--- config.mk ---
export PLATFORM = sky130hd
export DESIGN_NAME = p0pin_ctl
export DESIGN_NICKNAME = d
export VERILOG_FILES = /design/src/include/p0pin_pkg.sv /design/src/verilog/p0pin_ctl.sv
export SDC_FILE = /design/constraint.sdc
export NUM_CORES = 1
export LEC_CHECK = 0
export BUFFER_PORTS_ARGS = -buffer_cell sky130_fd_sc_hd__buf_2
export CAP_MARGIN = 20
export CORE_MARGIN = 5
export CORE_UTILIZATION = 46
export CTS_CLUSTER_DIAMETER = 80
export DETAILED_ROUTE_END_ITERATION = 12
export PLACE_DENSITY = 0.82
export SLEW_MARGIN = 5
export SYNTH_ARGS = -nofsm -noshare
export SYNTH_HDL_FRONTEND = slang
export SYNTH_SLANG_ARGS = --single-unit
--- constraint.sdc ---
create_clock -name clock -period 1.6 [get_ports clock]
set_input_delay 0.24 -clock clock [delete_from_list [all_inputs] [get_ports clock]]
set_output_delay 0.24 -clock clock [all_outputs]
set_load 0.1 [all_outputs]
--- src/include/p0pin_pkg.sv ---
`default_nettype none
package p0pin_pkg;
  // ref clock: 50 MHz from a 125 MHz core clock
  localparam int unsigned P0PIN_CORE_CLK_KHZ = 125000;
  localparam int unsigned P0PIN_REF_CLK_KHZ = 50000;
  // half period in core cycles, rounded down (shortest time)
  localparam int unsigned P0PIN_REF_HALF_CYC =
    (P0PIN_CORE_CLK_KHZ / P0PIN_REF_CLK_KHZ) / 2;
  // mgmt clock output divider (half period in core cycles)
  localparam int unsigned P0PIN_MDC_HALF_CYC = 25;
  // strap width and reset value
  localparam int unsigned P0PIN_STRAP_W = 8;
  localparam logic [7:0] P0PIN_STRAP_RST = 8'h00;
  // direction bit values
  localparam logic P0PIN_DIR_IN = 1'b0;
  localparam logic P0PIN_DIR_OUT = 1'b1;
  typedef enum logic [0:0] {P0PIN_MGMT_CLIENT, P0PIN_MGMT_HOST} p0pin_mgmt_e;
endpackage
`default_nettype wire

--- src/verilog/p0pin_ctl.sv ---
`default_nettype none
// How it works
// RULE1 - phy mode ref pin times port data
// RULE2 - direction bit picks pin in or out
// RULE3 - input pin keeps pull-down on
// RULE4 - input plus isolate: no buffer, no pull-down
// RULE5 - output pin: buffer and pull-down off
// RULE6 - output plus isolate: driver off
// RULE7 - straps latched at reset release
// RULE8 - client mode: host clock, data two-way
// RULE9 - client mode: mgmt clock input only
// RULE10 - host mode: device drives mgmt clock
// RULE11 - mgmt data idles high, never low
// RULE12 - i2c clock input, data two-way
// RULE13 - i2c pins undriven until eeprom loaded
// RULE14 - out valid undriven while isolated; the code still drives it outside phy mode
// RULE15 - internal 50 MHz clock times sampling; the divider gives 62.5 MHz
module p0pin_ctl
  import p0pin_pkg::*;
#(
  parameter int unsigned STRAP_W = P0PIN_STRAP_W
) (
  // clock and reset
  input wire logic clock,
  input wire logic rstn,
  // virtual phy control bits
  input wire logic virtual_phy_special_ctl,
  input wire logic virtual_phy_isolate,
  input wire logic rmii_phy_mode,
  // straps
  input wire logic [STRAP_W-1:0] strap_pins,
  output logic [STRAP_W-1:0] strap_latched,
  // reference clock pin
  input wire logic port0_ref_clock_pin_i,
  output logic port0_ref_clock_pin_o,
  output logic port0_ref_clock_pin_oen,
  output logic port0_ref_clock_in_buf_en,
  output logic port0_ref_clock_pulldown_en,
  output logic port0_rmii_ref_clock,
  output logic port0_rmii_sample_tick,
  // rmii output valid from the data path
  input wire logic port0_out_valid_d,
  output logic port0_out_valid,
  output logic port0_out_valid_oen,
  // management pins
  input wire logic mgmt_host_mode,
  input wire logic port0_mgmt_clock_pin_i,
  output logic port0_mgmt_clock_pin_o,
  output logic port0_mgmt_clock_pin_oen,
  output logic port0_mgmt_clock_sync,
  input wire logic mgmt_data_drive,
  input wire logic mgmt_data_out,
  input wire logic port0_mgmt_data_pin_i,
  output logic port0_mgmt_data_pin_o,
  output logic port0_mgmt_data_pin_oen,
  output logic port0_mgmt_data_sync,
  // i2c client pins
  input wire logic eeprom_load_done,
  input wire logic i2c_data_low,
  input wire logic i2c_client_clock_pin_i,
  input wire logic i2c_client_data_pin_i,
  output logic i2c_client_data_pin_o,
  output logic i2c_client_data_pin_oen,
  output logic i2c_client_clock_pin_oen,
  output logic i2c_client_clock_sync,
  output logic i2c_client_data_sync
);

  // two-stage synchronisers for all pin inputs except strap_pins; stage 1 feeds stage 2 only
  localparam int unsigned NSYNC = 5;
  logic [NSYNC-1:0] sync1_reg, sync1_next;
  logic [NSYNC-1:0] sync2_reg, sync2_next;
  logic [NSYNC-1:0] pin_raw;
  // straps and strap-capture flag
  logic [STRAP_W-1:0] strap_reg, strap_next;
  logic strap_done_reg, strap_done_next;
  // ref clock divider
  logic [7:0] ref_cnt_reg, ref_cnt_next;
  logic ref_clk_reg, ref_clk_next;
  logic ref_in_prev_reg, ref_in_prev_next;
  logic tick_reg, tick_next;
  // mgmt clock divider
  logic [7:0] mdc_cnt_reg, mdc_cnt_next;
  logic mdc_reg, mdc_next;
  // registered pin controls
  logic ref_oen_reg, ref_oen_next;
  logic ref_buf_reg, ref_buf_next;
  logic ref_pd_reg, ref_pd_next;
  logic ov_reg, ov_next;
  logic ov_oen_reg, ov_oen_next;
  logic md_o_reg, md_o_next;
  logic md_oen_reg, md_oen_next;
  logic mc_oen_reg, mc_oen_next;
  logic sda_oen_reg, sda_oen_next;
  logic ref_is_out;

  assign pin_raw = {i2c_client_data_pin_i, i2c_client_clock_pin_i,
                    port0_mgmt_data_pin_i, port0_mgmt_clock_pin_i,
                    port0_ref_clock_pin_i};
  assign ref_is_out = (virtual_phy_special_ctl == P0PIN_DIR_OUT); // see RULE2

  // next-state logic for the whole pin block
  always_comb begin
    sync1_next = pin_raw;
    sync2_next = sync1_reg;
    // straps caught once on the first clock after reset release
    strap_next = strap_reg;
    strap_done_next = 1'b1;
    if (!strap_done_reg) begin
      strap_next = strap_pins; // see RULE7
    end
    // internal 50 MHz source; integer divide of 125 MHz leaves a
    // half period of one core cycle, so it runs at 62.5 MHz
    ref_cnt_next = ref_cnt_reg + 8'h01;
    ref_clk_next = ref_clk_reg;
    if (ref_cnt_reg >= 8'(P0PIN_REF_HALF_CYC - 1)) begin
      ref_cnt_next = 8'h00;
      ref_clk_next = ~ref_clk_reg; // see RULE15
    end
    // sampling tick: rising edge of whichever clock times the port
    ref_in_prev_next = sync2_reg[0];
    if (ref_is_out) begin
      tick_next = ref_clk_next & ~ref_clk_reg; // see RULE15
    end else begin
      tick_next = sync2_reg[0] & ~ref_in_prev_reg; // see RULE1
    end
    // mgmt clock divider, used in host mode only
    mdc_cnt_next = mdc_cnt_reg + 8'h01;
    mdc_next = mdc_reg;
    if (mdc_cnt_reg >= 8'(P0PIN_MDC_HALF_CYC - 1)) begin
      mdc_cnt_next = 8'h00;
      mdc_next = ~mdc_reg;
    end
    // ref clock pin: enables low while driving
    ref_oen_next = ~(ref_is_out & ~virtual_phy_isolate); // see RULE6
    ref_buf_next = ~ref_is_out & ~virtual_phy_isolate; // see RULE4
    ref_pd_next = ~ref_is_out & ~virtual_phy_isolate; // see RULE3
    if (ref_is_out) begin
      ref_buf_next = 1'b0; // see RULE5
      ref_pd_next = 1'b0; // see RULE5
    end
    // out valid towards the mac: released while isolated in phy mode
    ov_next = port0_out_valid_d;
    ov_oen_next = ~(rmii_phy_mode & ~virtual_phy_isolate); // see RULE14
    if (!rmii_phy_mode) begin
      ov_oen_next = 1'b0;
    end
    // mgmt clock: driven in host mode, input in client mode
    mc_oen_next = ~mgmt_host_mode; // see RULE9
    if (mgmt_host_mode) begin
      mc_oen_next = 1'b0; // see RULE10
    end
    // mgmt data: only driven during a transaction, otherwise the
    // pull-up holds the idle high level
    md_o_next = mgmt_data_out;
    md_oen_next = ~mgmt_data_drive; // see RULE8
    if (!mgmt_data_drive) begin
      md_o_next = 1'b1; // see RULE11
    end
    // i2c data is open drain and stays released until eeprom load
    sda_oen_next = ~(eeprom_load_done & i2c_data_low); // see RULE13
  end

  // register stage
  always_ff @(posedge clock or negedge rstn) begin
    if (!rstn) begin
      sync1_reg <= '0;
      sync2_reg <= '0;
      strap_reg <= P0PIN_STRAP_RST;
      strap_done_reg <= 1'b0;
      ref_cnt_reg <= 8'h00;
      ref_clk_reg <= 1'b0;
      ref_in_prev_reg <= 1'b0;
      tick_reg <= 1'b0;
      mdc_cnt_reg <= 8'h00;
      mdc_reg <= 1'b0;
      ref_oen_reg <= 1'b1;
      ref_buf_reg <= 1'b0;
      ref_pd_reg <= 1'b0;
      ov_reg <= 1'b0;
      ov_oen_reg <= 1'b1;
      md_o_reg <= 1'b1;
      md_oen_reg <= 1'b1;
      mc_oen_reg <= 1'b1;
      sda_oen_reg <= 1'b1;
    end else begin
      sync1_reg <= sync1_next;
      sync2_reg <= sync2_next;
      strap_reg <= strap_next;
      strap_done_reg <= strap_done_next;
      ref_cnt_reg <= ref_cnt_next;
      ref_clk_reg <= ref_clk_next;
      ref_in_prev_reg <= ref_in_prev_next;
      tick_reg <= tick_next;
      mdc_cnt_reg <= mdc_cnt_next;
      mdc_reg <= mdc_next;
      ref_oen_reg <= ref_oen_next;
      ref_buf_reg <= ref_buf_next;
      ref_pd_reg <= ref_pd_next;
      ov_reg <= ov_next;
      ov_oen_reg <= ov_oen_next;
      md_o_reg <= md_o_next;
      md_oen_reg <= md_oen_next;
      mc_oen_reg <= mc_oen_next;
      sda_oen_reg <= sda_oen_next;
    end
  end

  // outputs from flip-flops, except the port clock mux and the constant i2c levels
  assign strap_latched = strap_reg;
  assign port0_ref_clock_pin_o = ref_clk_reg;
  assign port0_ref_clock_pin_oen = ref_oen_reg;
  assign port0_ref_clock_in_buf_en = ref_buf_reg;
  assign port0_ref_clock_pulldown_en = ref_pd_reg;
  assign port0_rmii_ref_clock = ref_is_out ? ref_clk_reg : sync2_reg[0];
  assign port0_rmii_sample_tick = tick_reg;
  assign port0_out_valid = ov_reg;
  assign port0_out_valid_oen = ov_oen_reg;
  assign port0_mgmt_clock_pin_o = mdc_reg;
  assign port0_mgmt_clock_pin_oen = mc_oen_reg;
  assign port0_mgmt_clock_sync = sync2_reg[1];
  assign port0_mgmt_data_pin_o = md_o_reg;
  assign port0_mgmt_data_pin_oen = md_oen_reg;
  assign port0_mgmt_data_sync = sync2_reg[2];
  // i2c clock is never driven by this device
  assign i2c_client_clock_pin_oen = 1'b1; // see RULE12
  assign i2c_client_data_pin_o = 1'b0;
  assign i2c_client_data_pin_oen = sda_oen_reg;
  assign i2c_client_clock_sync = sync2_reg[3];
  assign i2c_client_data_sync = sync2_reg[4];

endmodule // p0pin_ctl
`default_nettype wire

* Word-level counts from Yosys, hierarchy flattened *
Cells that the tools add are included.

word-level totals
  register bits = 47
  bits of input ports = 24
  output and inout bits = 27
  word-level logic and storage cells = 47

operators by class
  add/subtract/negate cells = 2
  $lt $le $gt $ge = 2
  muxes and demuxes = 9
  bitwise logic cells = 16

operators by type and width
  cell                 count
  $add 8x1->8 const B  2
  $mux 8               2
  $not 1->1            10
  $ge 8x1->1 const B   1
  $ge 8x5->1 const B   1
  $mux 1               7
  $and 1x1->1          6

* Logic depth before layout (Yosys ltp) *
Gate-level depths: netlist (run 1).

  depth in word-level cells = 4
  gate-level depth with buffers = 4

* Least setup slack after synthesis (run 1) *
No wires, ideal clock.

  path kind = register -> output
  start = register ref_clk_reg (netlist: port0_ref_clock_pin_o)
  end = output port0_rmii_ref_clock
  arrival time = 1701 ps
  data required time = 1360 ps
  slack = -341 ps
  cell stages (with the launch flop) = 3
  cells stage by stage = dfrtp_1 -> nand2_1 -> nand2_1

between the ends
  word-level cells in the longest chain between the ends = 1

RTL lines
  what                      line              source
  start: declaration        p0pin_ctl.sv:79   logic ref_clk_reg, ref_clk_next;
  start signal: assignment  p0pin_ctl.sv:192  ref_clk_reg <= ref_clk_next;
  $mux 1                    p0pin_ctl.sv:215  assign port0_rmii_ref_clock = ref_is_out ? ref_clk_reg : sync2_reg[0];
  end: declaration          p0pin_ctl.sv:39   output logic port0_rmii_ref_clock,

No other way between the ends.

* Worst setup path after layout (run 1) *
  start = register md_o_reg (netlist: port0_mgmt_data_pin_o)
  end = output port0_mgmt_data_pin_o

RTL lines
  what                      line              source
  start: declaration        p0pin_ctl.sv:91   logic md_o_reg, md_o_next;
  start signal: assignment  p0pin_ctl.sv:202  md_o_reg <= md_o_next;
  end: declaration          p0pin_ctl.sv:54   output logic port0_mgmt_data_pin_o,

No word-level cell between the ends.

==> results.ini, run 1 <==
[outcome]
run_status=finished, final reports clean

[clock_network]
tritoncts_clock_tree=done
clkSinkCount=39
cts_inserted_buffers=5
h-tree-depth=2
clockBufferDepth=2
clockRootBuffer=clkbuf_4
worst_setup_hold_path_clk_slew_ns=0.11
worstSkewPairLatency_ns=0.34

[worst_setup_path]
cp_cell_sequence=buf_2
cp_top_family=flip-flops
crit_buf_inv=1
timing.reg2reg.worst_path_depth=2
r2r_setup_slack_ns=0.37
critical_path.endpoint_type=output pin
cp_slowest_cell=dfstp_2
cp_max_fo=1
crit_type=reg -> out
rr_endpoint=port0_mgmt_clock_pin_o
worstSetupStartpoint=port0_mgmt_data_pin_o
startpoint_of_the_most_critical_register_to_register_path=mdc_cnt_reg[3]
worstSetupEndpoint=port0_mgmt_data_pin_o
cp.required_ns=1.36
delay_of_the_slowest_critical_path_stage_ns=0.53
crit_path_start_kind=flop
crit_arrival_ns=1.29
critical_path_cell_count=1

[placement]
place_area_sq_um=1558
gp_routability_congestion=0.6937
place.port_buffers=48
hpwl_mm=1.581

[layout]
design.final.nets=175
layout-drive-gt1-share_pct=49.33
most_used_cells_in_the_layout_excluding_fill_and_tap_cells=buf_2 (47), dfrtp_1 (32), dlygate4sd3_1 (11), mux2_2 (8)
layout_cell_area_excl_fill_sq_um=1743
fillCellCount=217
mostFrequentLayoutCell=buf_2
area_growth_pct=36.97
antenna_cells=0

[floorplan]
pin_count=51
floorplan.initialDensity_pct=46.95
chipHeight_um=62.60
die_w_um=62.60
rows=19
fp.dieArea_sq_um=3918
floorplan.core_area_sq_um=2710

[sta]
rsz_0062_raised_after_global_routing=false
finalWorstPathRequiredPeriod_ns=1.528
setup_tns_final_ns=0
finalSetupViolations=0
fin_crit_sh_pct=95.47
timing_max_transition_violations_final=0
finalHoldViolCount=0
hold_slack_ns=0.08572
achievable-frequency_mhz=654.6
clock-skew-final_ns=0.008854

[global_route]
grt_pass1_vias=831
globalRoute.totalOverflow=0
grt_start_max_net_pins=24
grt_antenna_before_repair=0
overall_fraction_of_global_route_tracks_in_use_pct=13.30
grt_first_pass_wirelength_mm=3.967

[routing]
ant_nets=0
drc=0
routed_via_density=4.370
firstDrtPassIters=3
drt-total-wl_mm=2.274
wire_per_inst_um=12.56
total_via_count_in_the_routed_design=791
number_of_drc_markers_in_iteration_0=3

[synthesis]
synth.distinct_cells=18
number_of_synthesized_register_bits=39
netlist_instances=81
synthesis.area_per_instance_sq_um=15.71
yosysWarnings=0
ys_seq_area_share_pct=77.29
synth_area_sq_um=1272

[power]
cellLeakagePower_nw=0.8674
power.density_nw_per_um2=1285
vdd_ir_drop_max_uv=853.5

[run]
drv_cap=0

[min_path]
hp-class=in -> reg

[repair_timing]
item,in CTS,in global routing
setup endpoints to repair,0,1
endpoints found under the hold margin,28,0
resized for setup,0,1
setup buffers,0,0
hold buffers,11,0
[worst min-delay path by stage]
stage,startpoint,endpoint,slack [ns],cells past startpoint
final,virtual_phy_isolate,port0_ref_clock_pulldown_en,0.09,2
after global routing,mgmt_data_out,port0_mgmt_data_pin_o,0.05,2
after CTS,virtual_phy_isolate,port0_ref_clock_pulldown_en,0.06,2
after detailed placement,rstn,port0_out_valid,0.22,1
after global placement,rstn,port0_out_valid,0.21,1
after floorplan,rstn,mdc_cnt_reg[0],-0.06,0
[through the flow]
stage	power (W)	utilization, %	setup WS [ns]	std cells
2_1_floorplan	0.001571	-	0.03603	85
3_3_place_gp	0.001676	57.48	0.3508	162
3_5_place_dp	0.001683	57.48	0.3359	162
4_1_cts	0.002265	64.22	0.05108	181
5_1_grt	0.002358	64.31	0.003417	181
6_report	0.002240	64.31	0.07244	181
[logic make-up (layout without fill, tap and decap cells)]
family / after synthesis / in the layout / synth area share (%)
adders and majority gates: 2 / 2 / 1.966
and+or+nand+nor: 14 / 14 / 5.015
DFF: 39 / 39 / 77.29
other: 2 / 6 / 0.5902
xor gates and xnor gates: 3 / 3 / 2.065
muxes: 8 / 8 / 7.080
buffers and inverters: 10 / 75 / 3.933
AOI/OAI and AO/OA: 3 / 3 / 2.065
[layout make-up]
cell class / instances / area [sq um] / area share, %
Inverter: 6 / 22.52 / 1.292
Sequential cell: 39 / 984.7 / 56.50
Tap cell: 31 / 38.79 / 2.225
Clock buffer: 7 / 65.06 / 3.733
Clock inverter: 1 / 7.507 / 0.4307
Multi-Input combinational cell: 36 / 256.5 / 14.72
Timing Repair Buffer: 61 / 367.9 / 21.11
[report_power, final]
part / switching, W / internal, W
combinational: 0.000489 / 0.000105
clock: 0.000302 / 0.000257
sequential: 0.0000304 / 0.00106
total: 0.000822 / 0.00142
[synth_stat cells, drive strengths merged]
cell     count  area share (%)
a2111o       1            0.88
o2bb2ai      1            0.69
buf          4             2.2
xnor2        1            0.69
nand3        1            0.39
dfstp        6              12
and2         1            0.49
ha           2             2.0
a31oi        1            0.49
nand2b       3             1.5
xor2         2             1.4
nand2        3            0.88
mux2         8             7.1
inv          6             1.8
conb         2            0.59
nor2         6             1.8
dfrtp       33              65
[layer usage]
layer	global-route usage (%)	routed length, um	vias up
met1	14.88	858	380
li1	-	-	381
met4	7.958	38	0
met3	5.036	123	4
met5	0	0	-
met2	21.37	1253	26
Power figures use the tool's default switching activity.
==> run 2: changes to the inputs <==
CORE_UTILIZATION = 30   (was 46)
PLACE_DENSITY = 0.59   (was 0.82)
==> run 2 against run 1 <==
Net effect: the run now ends with negative hold slack left; global-route usage shrank 4.8 points; sequential share of layout area is 2.9 points higher; worst hold slack lost 0.099 ns; count of clock-buffer cells in the layout is 1 lower; via count fell by 6.4%; final cell count up 3.9%; die area is 44% higher; register-to-register slack improved by 0.03 ns; combinational power is 3.7% lower; core utilization shrank 23 points; total power increased by 1.8%; design area decreased by 4.8%; critical path type unchanged; largest cell class unchanged.
==> results.ini, run 2 (same netlist as run 1, synthesis figures left out) <==
[floorplan]
fp.dieArea_sq_um=5644  ; was 3918 sq um
die_w_um=75.13  ; was 62.60 um
chipHeight_um=75.13  ; was 62.60 um
floorplan.core_area_sq_um=4058  ; was 2710 sq um
pin_count=51  ; unchanged
rows=23  ; was 19
floorplan.initialDensity_pct=31.36  ; was 46.95%

[clock_network]
clkSinkCount=39  ; unchanged
h-tree-depth=2  ; unchanged
clockRootBuffer=clkbuf_8  ; was clkbuf_4
post_cts_resize_count=0  ; unchanged
cts_inserted_buffers=5  ; unchanged
clockBufferDepth=2  ; unchanged
tritoncts_clock_tree=done  ; unchanged
worstSkewPairLatency_ns=0.28  ; was 0.34 ns
cts_setup_buffers=0  ; unchanged
worst_setup_hold_path_clk_slew_ns=0.07  ; was 0.11 ns
hold_buffers=0  ; was 11

[power]
power.density_nw_per_um2=1374  ; was 1285 nW/um^2
power.share.switching_pct=36.55  ; was 36.69%
finalPower_w=0.002280  ; was 0.002240 W
power_frac_comb_pct=25.1  ; was 26.6%
vdd_ir_drop_max_uv=547.4  ; was 853.5 uV
share_clk_of_total_power_pct=27.2  ; was 25.0%
seq_power_share_pct=47.7  ; was 48.5%
cellLeakagePower_nw=0.8207  ; was 0.8674 nW
power_report.internal_total_w=0.001447  ; was 0.001418 W
netSwitchingPower_w=0.0008333  ; was 0.0008219 W

[outcome]
run_status=complete, but fails checks  ; was finished, final reports clean
violations=negative hold slack

[worst_setup_path]
worstSetupStartpoint=port0_mgmt_data_pin_o  ; unchanged
cp_slowest_cell=dfstp_2  ; unchanged
crit_buf_inv=1  ; unchanged
delay_of_the_slowest_critical_path_stage_ns=0.52  ; was 0.53 ns
cp.required_ns=1.36  ; about the same
startpoint_of_the_most_critical_register_to_register_path=mdc_cnt_reg[3]  ; unchanged
critical_path.endpoint_type=output pin  ; unchanged
cp_max_fo=1  ; unchanged
crit_type=reg -> out  ; unchanged
crit_arrival_ns=1.22  ; was 1.29 ns
r2r_setup_slack_ns=0.40  ; was 0.37 ns
cp_top_family=flip-flops  ; unchanged
crit_path_start_kind=flop  ; unchanged
cp_cell_sequence=buf_2  ; unchanged

[routing]
ant_nets=0  ; unchanged
drt-total-wl_mm=2.214  ; was 2.274 mm
total_via_count_in_the_routed_design=740  ; was 791
firstDrtPassIters=2  ; was 3
wire_per_inst_um=11.78  ; was 12.56 um
number_of_drc_markers_in_iteration_0=33  ; was 3
routed_via_density=3.936  ; was 4.370
drc=0  ; unchanged

[global_route]
grt_pass1_vias=827  ; was 831
grt_start_max_net_pins=40  ; was 24
grt_antenna_before_repair=0  ; unchanged
grt_first_pass_wirelength_mm=3.567  ; was 3.967 mm
overall_fraction_of_global_route_tracks_in_use_pct=8.511  ; was 13.30%
globalRoute.totalOverflow=0  ; unchanged

[sta]
finalSetupViolations=0  ; unchanged
clock-skew-final_ns=0.003503  ; was 0.008854 ns
setup_tns_final_ns=0  ; unchanged
fin_crit_sh_pct=91.39  ; was 95.47%
timing_max_transition_violations_final=0  ; unchanged
achievable-frequency_mhz=683.9  ; was 654.6 MHz
finalHoldViolCount=22  ; was 0
hold_slack_ns=-0.01299  ; was 0.08572 ns
finalWorstPathRequiredPeriod_ns=1.462  ; was 1.528 ns
rsz_0062_raised_after_global_routing=false  ; unchanged
finalWorstSetupSlack_ns=0.1377  ; was 0.07244 ns

[layout]
fillCellCount=397  ; was 217
stdcell_count=188  ; was 181
mostFrequentLayoutCell=buf_2  ; unchanged
most_used_cells_in_the_layout_excluding_fill_and_tap_cells=buf_2 (48), dfrtp_1 (32), mux2_2 (8)  ; was buf_2 (47), dfrtp_1 (32), dlygate4sd3_1 (11), mux2_2 (8)
layout_cell_area_excl_fill_sq_um=1659  ; was 1743 sq um
design.final.nets=163  ; was 175
antenna_cells=0  ; unchanged
layout-drive-gt1-share_pct=52.17  ; was 49.33%
area_growth_pct=30.38  ; was 36.97%

[placement]
gp_routability_congestion=0.6969  ; was 0.6937
place_inst=180  ; was 162
place.port_buffers=48  ; unchanged
hpwl_mm=1.690  ; was 1.581 mm
pre_cts_slack_ns=0.3398  ; was 0.3359 ns
place_area_sq_um=1574  ; was 1558 sq um

[min_path]
hp-class=in -> async  ; was in -> reg

[run]
drv_cap=0  ; unchanged

[run 2: path summary, 6_finish.rpt]
| path | cells after the start | to |
|---|---|---|
| min | 2 | strap_latched[2] |
| min in group clock | 1 | port0_out_valid |
| max | 1 | port0_mgmt_data_pin_o |
| max reg2reg | 2 | port0_mgmt_clock_pin_o |
| max in group asynchronous | 2 | i2c_client_data_pin_oen |
| min reg2reg | 0 | sync2_reg[1] |
[run 2: area by class of cell]
cell class / count / area, sq um / area share [%]
flip-flops and latches: 39 / 984.7 / 59.35
multi-input cells: 36 / 256.5 / 15.46
repair buffers: 49 / 247.7 / 14.93
clock buffers: 6 / 72.57 / 4.374
well taps: 50 / 62.56 / 3.771
inverters: 6 / 22.52 / 1.357
clock inverters: 2 / 12.51 / 0.7541
[run 2: per-layer routing]
layer	vias up	global-route usage (%)	share of wire, %
met1	351	8.511	35
li1	354	-	-
met4	0	6.126	3.4
met2	28	14.70	55
met5	-	0	0
met3	7	2.804	7.0
[run 2: power groups by stage]
stage               sequential [W]  combinational [W]  clock (W)
floorplan                  0.00148          0.0000932          0
global placement           0.00110           0.000574          0
detailed placement         0.00111           0.000579          0
CTS                        0.00109           0.000579   0.000654
global route               0.00110           0.000594   0.000698
finish                     0.00109           0.000573   0.000620
[run 2: through the flow]
stage,util [%],hold slack (ns)
after floorplan,-,-0.05559
after global placement,38.79,0.3050
after detailed placement,38.79,0.3190
after CTS,40.89,0.003532
after global routing,40.89,0.03581
final,40.89,-0.01299
==> run 3: changes to the inputs <==
MAX_ROUTING_LAYER = met4   (was unset)
==> run 3 against run 2 <==
Net effect: register-to-register slack hardly changed; global-route usage increased by 0.32 points; wire length rose by 0.36%; sequential cell count stayed put; sequential power barely moved; first-iteration DRC count up 85%; critical path depth is the same; the flow still finishes with violations (negative hold slack); fmax about the same; combinational power is essentially flat; highest routed layer unchanged.
==> results.ini, run 3 (same netlist as run 1, synthesis figures left out) <==
[outcome]
run_status=complete, but fails checks  ; unchanged
violations=negative hold slack  ; unchanged

[clock_network]
post_cts_resize_count=0  ; unchanged
h-tree-depth=2  ; unchanged
clockBufferDepth=2  ; unchanged
cts_inserted_buffers=5  ; unchanged
worst_setup_hold_path_clk_slew_ns=0.07  ; about the same
worstSkewPairLatency_ns=0.28  ; about the same
cts_setup_buffers=0  ; unchanged
clkSinkCount=39  ; unchanged
hold_buffers=0  ; unchanged
tritoncts_clock_tree=done  ; unchanged
clockRootBuffer=clkbuf_8  ; unchanged

[power]
power_report.internal_total_w=0.001447  ; about the same
cellLeakagePower_nw=0.8207  ; unchanged
power.share.switching_pct=36.56  ; was 36.55%
seq_power_share_pct=47.7  ; about the same
power.density_nw_per_um2=1374  ; about the same
power_frac_comb_pct=25.1  ; about the same
netSwitchingPower_w=0.0008335  ; was 0.0008333 W
share_clk_of_total_power_pct=27.2  ; about the same
vdd_ir_drop_max_uv=547.4  ; about the same

[floorplan]
fp.dieArea_sq_um=5644  ; unchanged
floorplan.core_area_sq_um=4058  ; unchanged
pin_count=51  ; unchanged
chipHeight_um=75.13  ; unchanged
die_w_um=75.13  ; unchanged
rows=23  ; unchanged
floorplan.initialDensity_pct=31.36  ; unchanged

[routing]
drc=0  ; unchanged
total_via_count_in_the_routed_design=739  ; was 740
routed_via_density=3.931  ; was 3.936
firstDrtPassIters=2  ; unchanged
ant_nets=0  ; unchanged
drt-total-wl_mm=2.222  ; was 2.214 mm
number_of_drc_markers_in_iteration_0=61  ; was 33
wire_per_inst_um=11.82  ; was 11.78 um

[sta]
clock-skew-final_ns=0.003414  ; was 0.003503 ns
achievable-frequency_mhz=683.8  ; was 683.9 MHz
finalWorstPathRequiredPeriod_ns=1.463  ; was 1.462 ns
setup_tns_final_ns=0  ; unchanged
finalHoldViolCount=22  ; unchanged
timing_max_transition_violations_final=0  ; unchanged
fin_crit_sh_pct=91.41  ; was 91.39%
finalWorstSetupSlack_ns=0.1375  ; was 0.1377 ns
finalSetupViolations=0  ; unchanged
rsz_0062_raised_after_global_routing=false  ; unchanged
hold_slack_ns=-0.01302  ; was -0.01299 ns

[worst_setup_path]
crit_type=reg -> out  ; unchanged
cp_slowest_cell=dfstp_2  ; unchanged
startpoint_of_the_most_critical_register_to_register_path=mdc_cnt_reg[3]  ; unchanged
delay_of_the_slowest_critical_path_stage_ns=0.52  ; about the same
cp_cell_sequence=buf_2  ; unchanged
critical_path_cell_count=1  ; unchanged
worstSetupEndpoint=port0_mgmt_data_pin_o  ; unchanged
cp.required_ns=1.36  ; about the same
r2r_setup_slack_ns=0.40  ; about the same
crit_path_start_kind=flop  ; unchanged
crit_buf_inv=1  ; unchanged
critical_path.endpoint_type=output pin  ; unchanged
rr_endpoint=port0_mgmt_clock_pin_o  ; unchanged
crit_arrival_ns=1.22  ; about the same
worstSetupStartpoint=port0_mgmt_data_pin_o  ; unchanged
cp_max_fo=1  ; unchanged
cp_top_family=flip-flops  ; unchanged
timing.reg2reg.worst_path_depth=2  ; unchanged

[placement]
gp_routability_congestion=0.7044  ; was 0.6969
hpwl_mm=1.690  ; unchanged
pre_cts_slack_ns=0.3398  ; unchanged
place.port_buffers=48  ; unchanged
place_inst=180  ; unchanged

[layout]
layout-drive-gt1-share_pct=52.17  ; unchanged
mostFrequentLayoutCell=buf_2  ; unchanged
final_util_pct=40.89  ; unchanged
antenna_cells=0  ; unchanged
design.final.nets=163  ; unchanged
most_used_cells_in_the_layout_excluding_fill_and_tap_cells=buf_2 (48), dfrtp_1 (32), mux2_2 (8)  ; unchanged
stdcell_count=188  ; unchanged
area_growth_pct=30.38  ; unchanged

[run]
drv_cap=0  ; unchanged

[global_route]
grt_start_max_net_pins=40  ; unchanged
grt_pass1_vias=821  ; was 827
globalRoute.totalOverflow=0  ; unchanged
grt_first_pass_wirelength_mm=3.594  ; was 3.567 mm
grt_antenna_before_repair=0  ; unchanged
overall_fraction_of_global_route_tracks_in_use_pct=8.834  ; was 8.511%

[min_path]
hp-class=in -> async  ; unchanged

==> run 3: cell counts in the layout (fill, tap and decap cells not counted) <==
No cell type changed its count.
==> run 3: per-layer routing <==
metal	vias up	global-route usage, %	wire length, um
met5	-	-	0
met4	0	5.731	54
met3	5	2.670	142
met2	26	14.89	1231
met1	354	8.766	793
li1	354	-	-
==> run 3: worst min path at each step <==
stage / start / to / slack, ns / depth (start not counted)
after global placement: rstn / strap_latched[2] / 0.31 / 2
after detailed placement: rstn / strap_latched[2] / 0.32 / 2
after global routing: rstn / sync1_reg[0] / 0.04 / 2
final: rstn / strap_latched[2] / -0.01 / 2
after floorplan: rstn / mdc_cnt_reg[0] / -0.06 / 0
after CTS: rstn / sync1_reg[0] / 0.004 / 2
==> run 3: area by class of cell <==
class	instances	area, sq um
Fill cell	397	2399
Sequential cell	39	984.7
Multi-Input combinational cell	36	256.5
Timing Repair Buffer	49	247.7
Clock buffer	6	72.57
Tap cell	50	62.56
Inverter	6	22.52
Clock inverter	2	12.51
==> run 3: through the flow <==
| step | area [sq um] | power (W) |
|---|---|---|
| 6_report | 1659 | 0.002280 |
| 2_1_floorplan | 1291 | 0.001571 |
| 4_1_cts | 1659 | 0.002321 |
| 3_5_place_dp | 1574 | 0.001686 |
| 5_1_grt | 1659 | 0.002387 |
| 3_3_place_gp | 1574 | 0.001679 |
==> run 3: power by group through the flow <==
| stage | clock network (W) | registers, W | logic (W) |
|---|---|---|---|
| final | 0.000620 | 0.00109 | 0.000573 |
| after global routing | 0.000698 | 0.00110 | 0.000594 |
| after CTS | 0.000654 | 0.00109 | 0.000579 |
| after detailed placement | 0 | 0.00111 | 0.000579 |
| after global placement | 0 | 0.00110 | 0.000574 |
| after floorplan | 0 | 0.00148 | 0.0000932 |
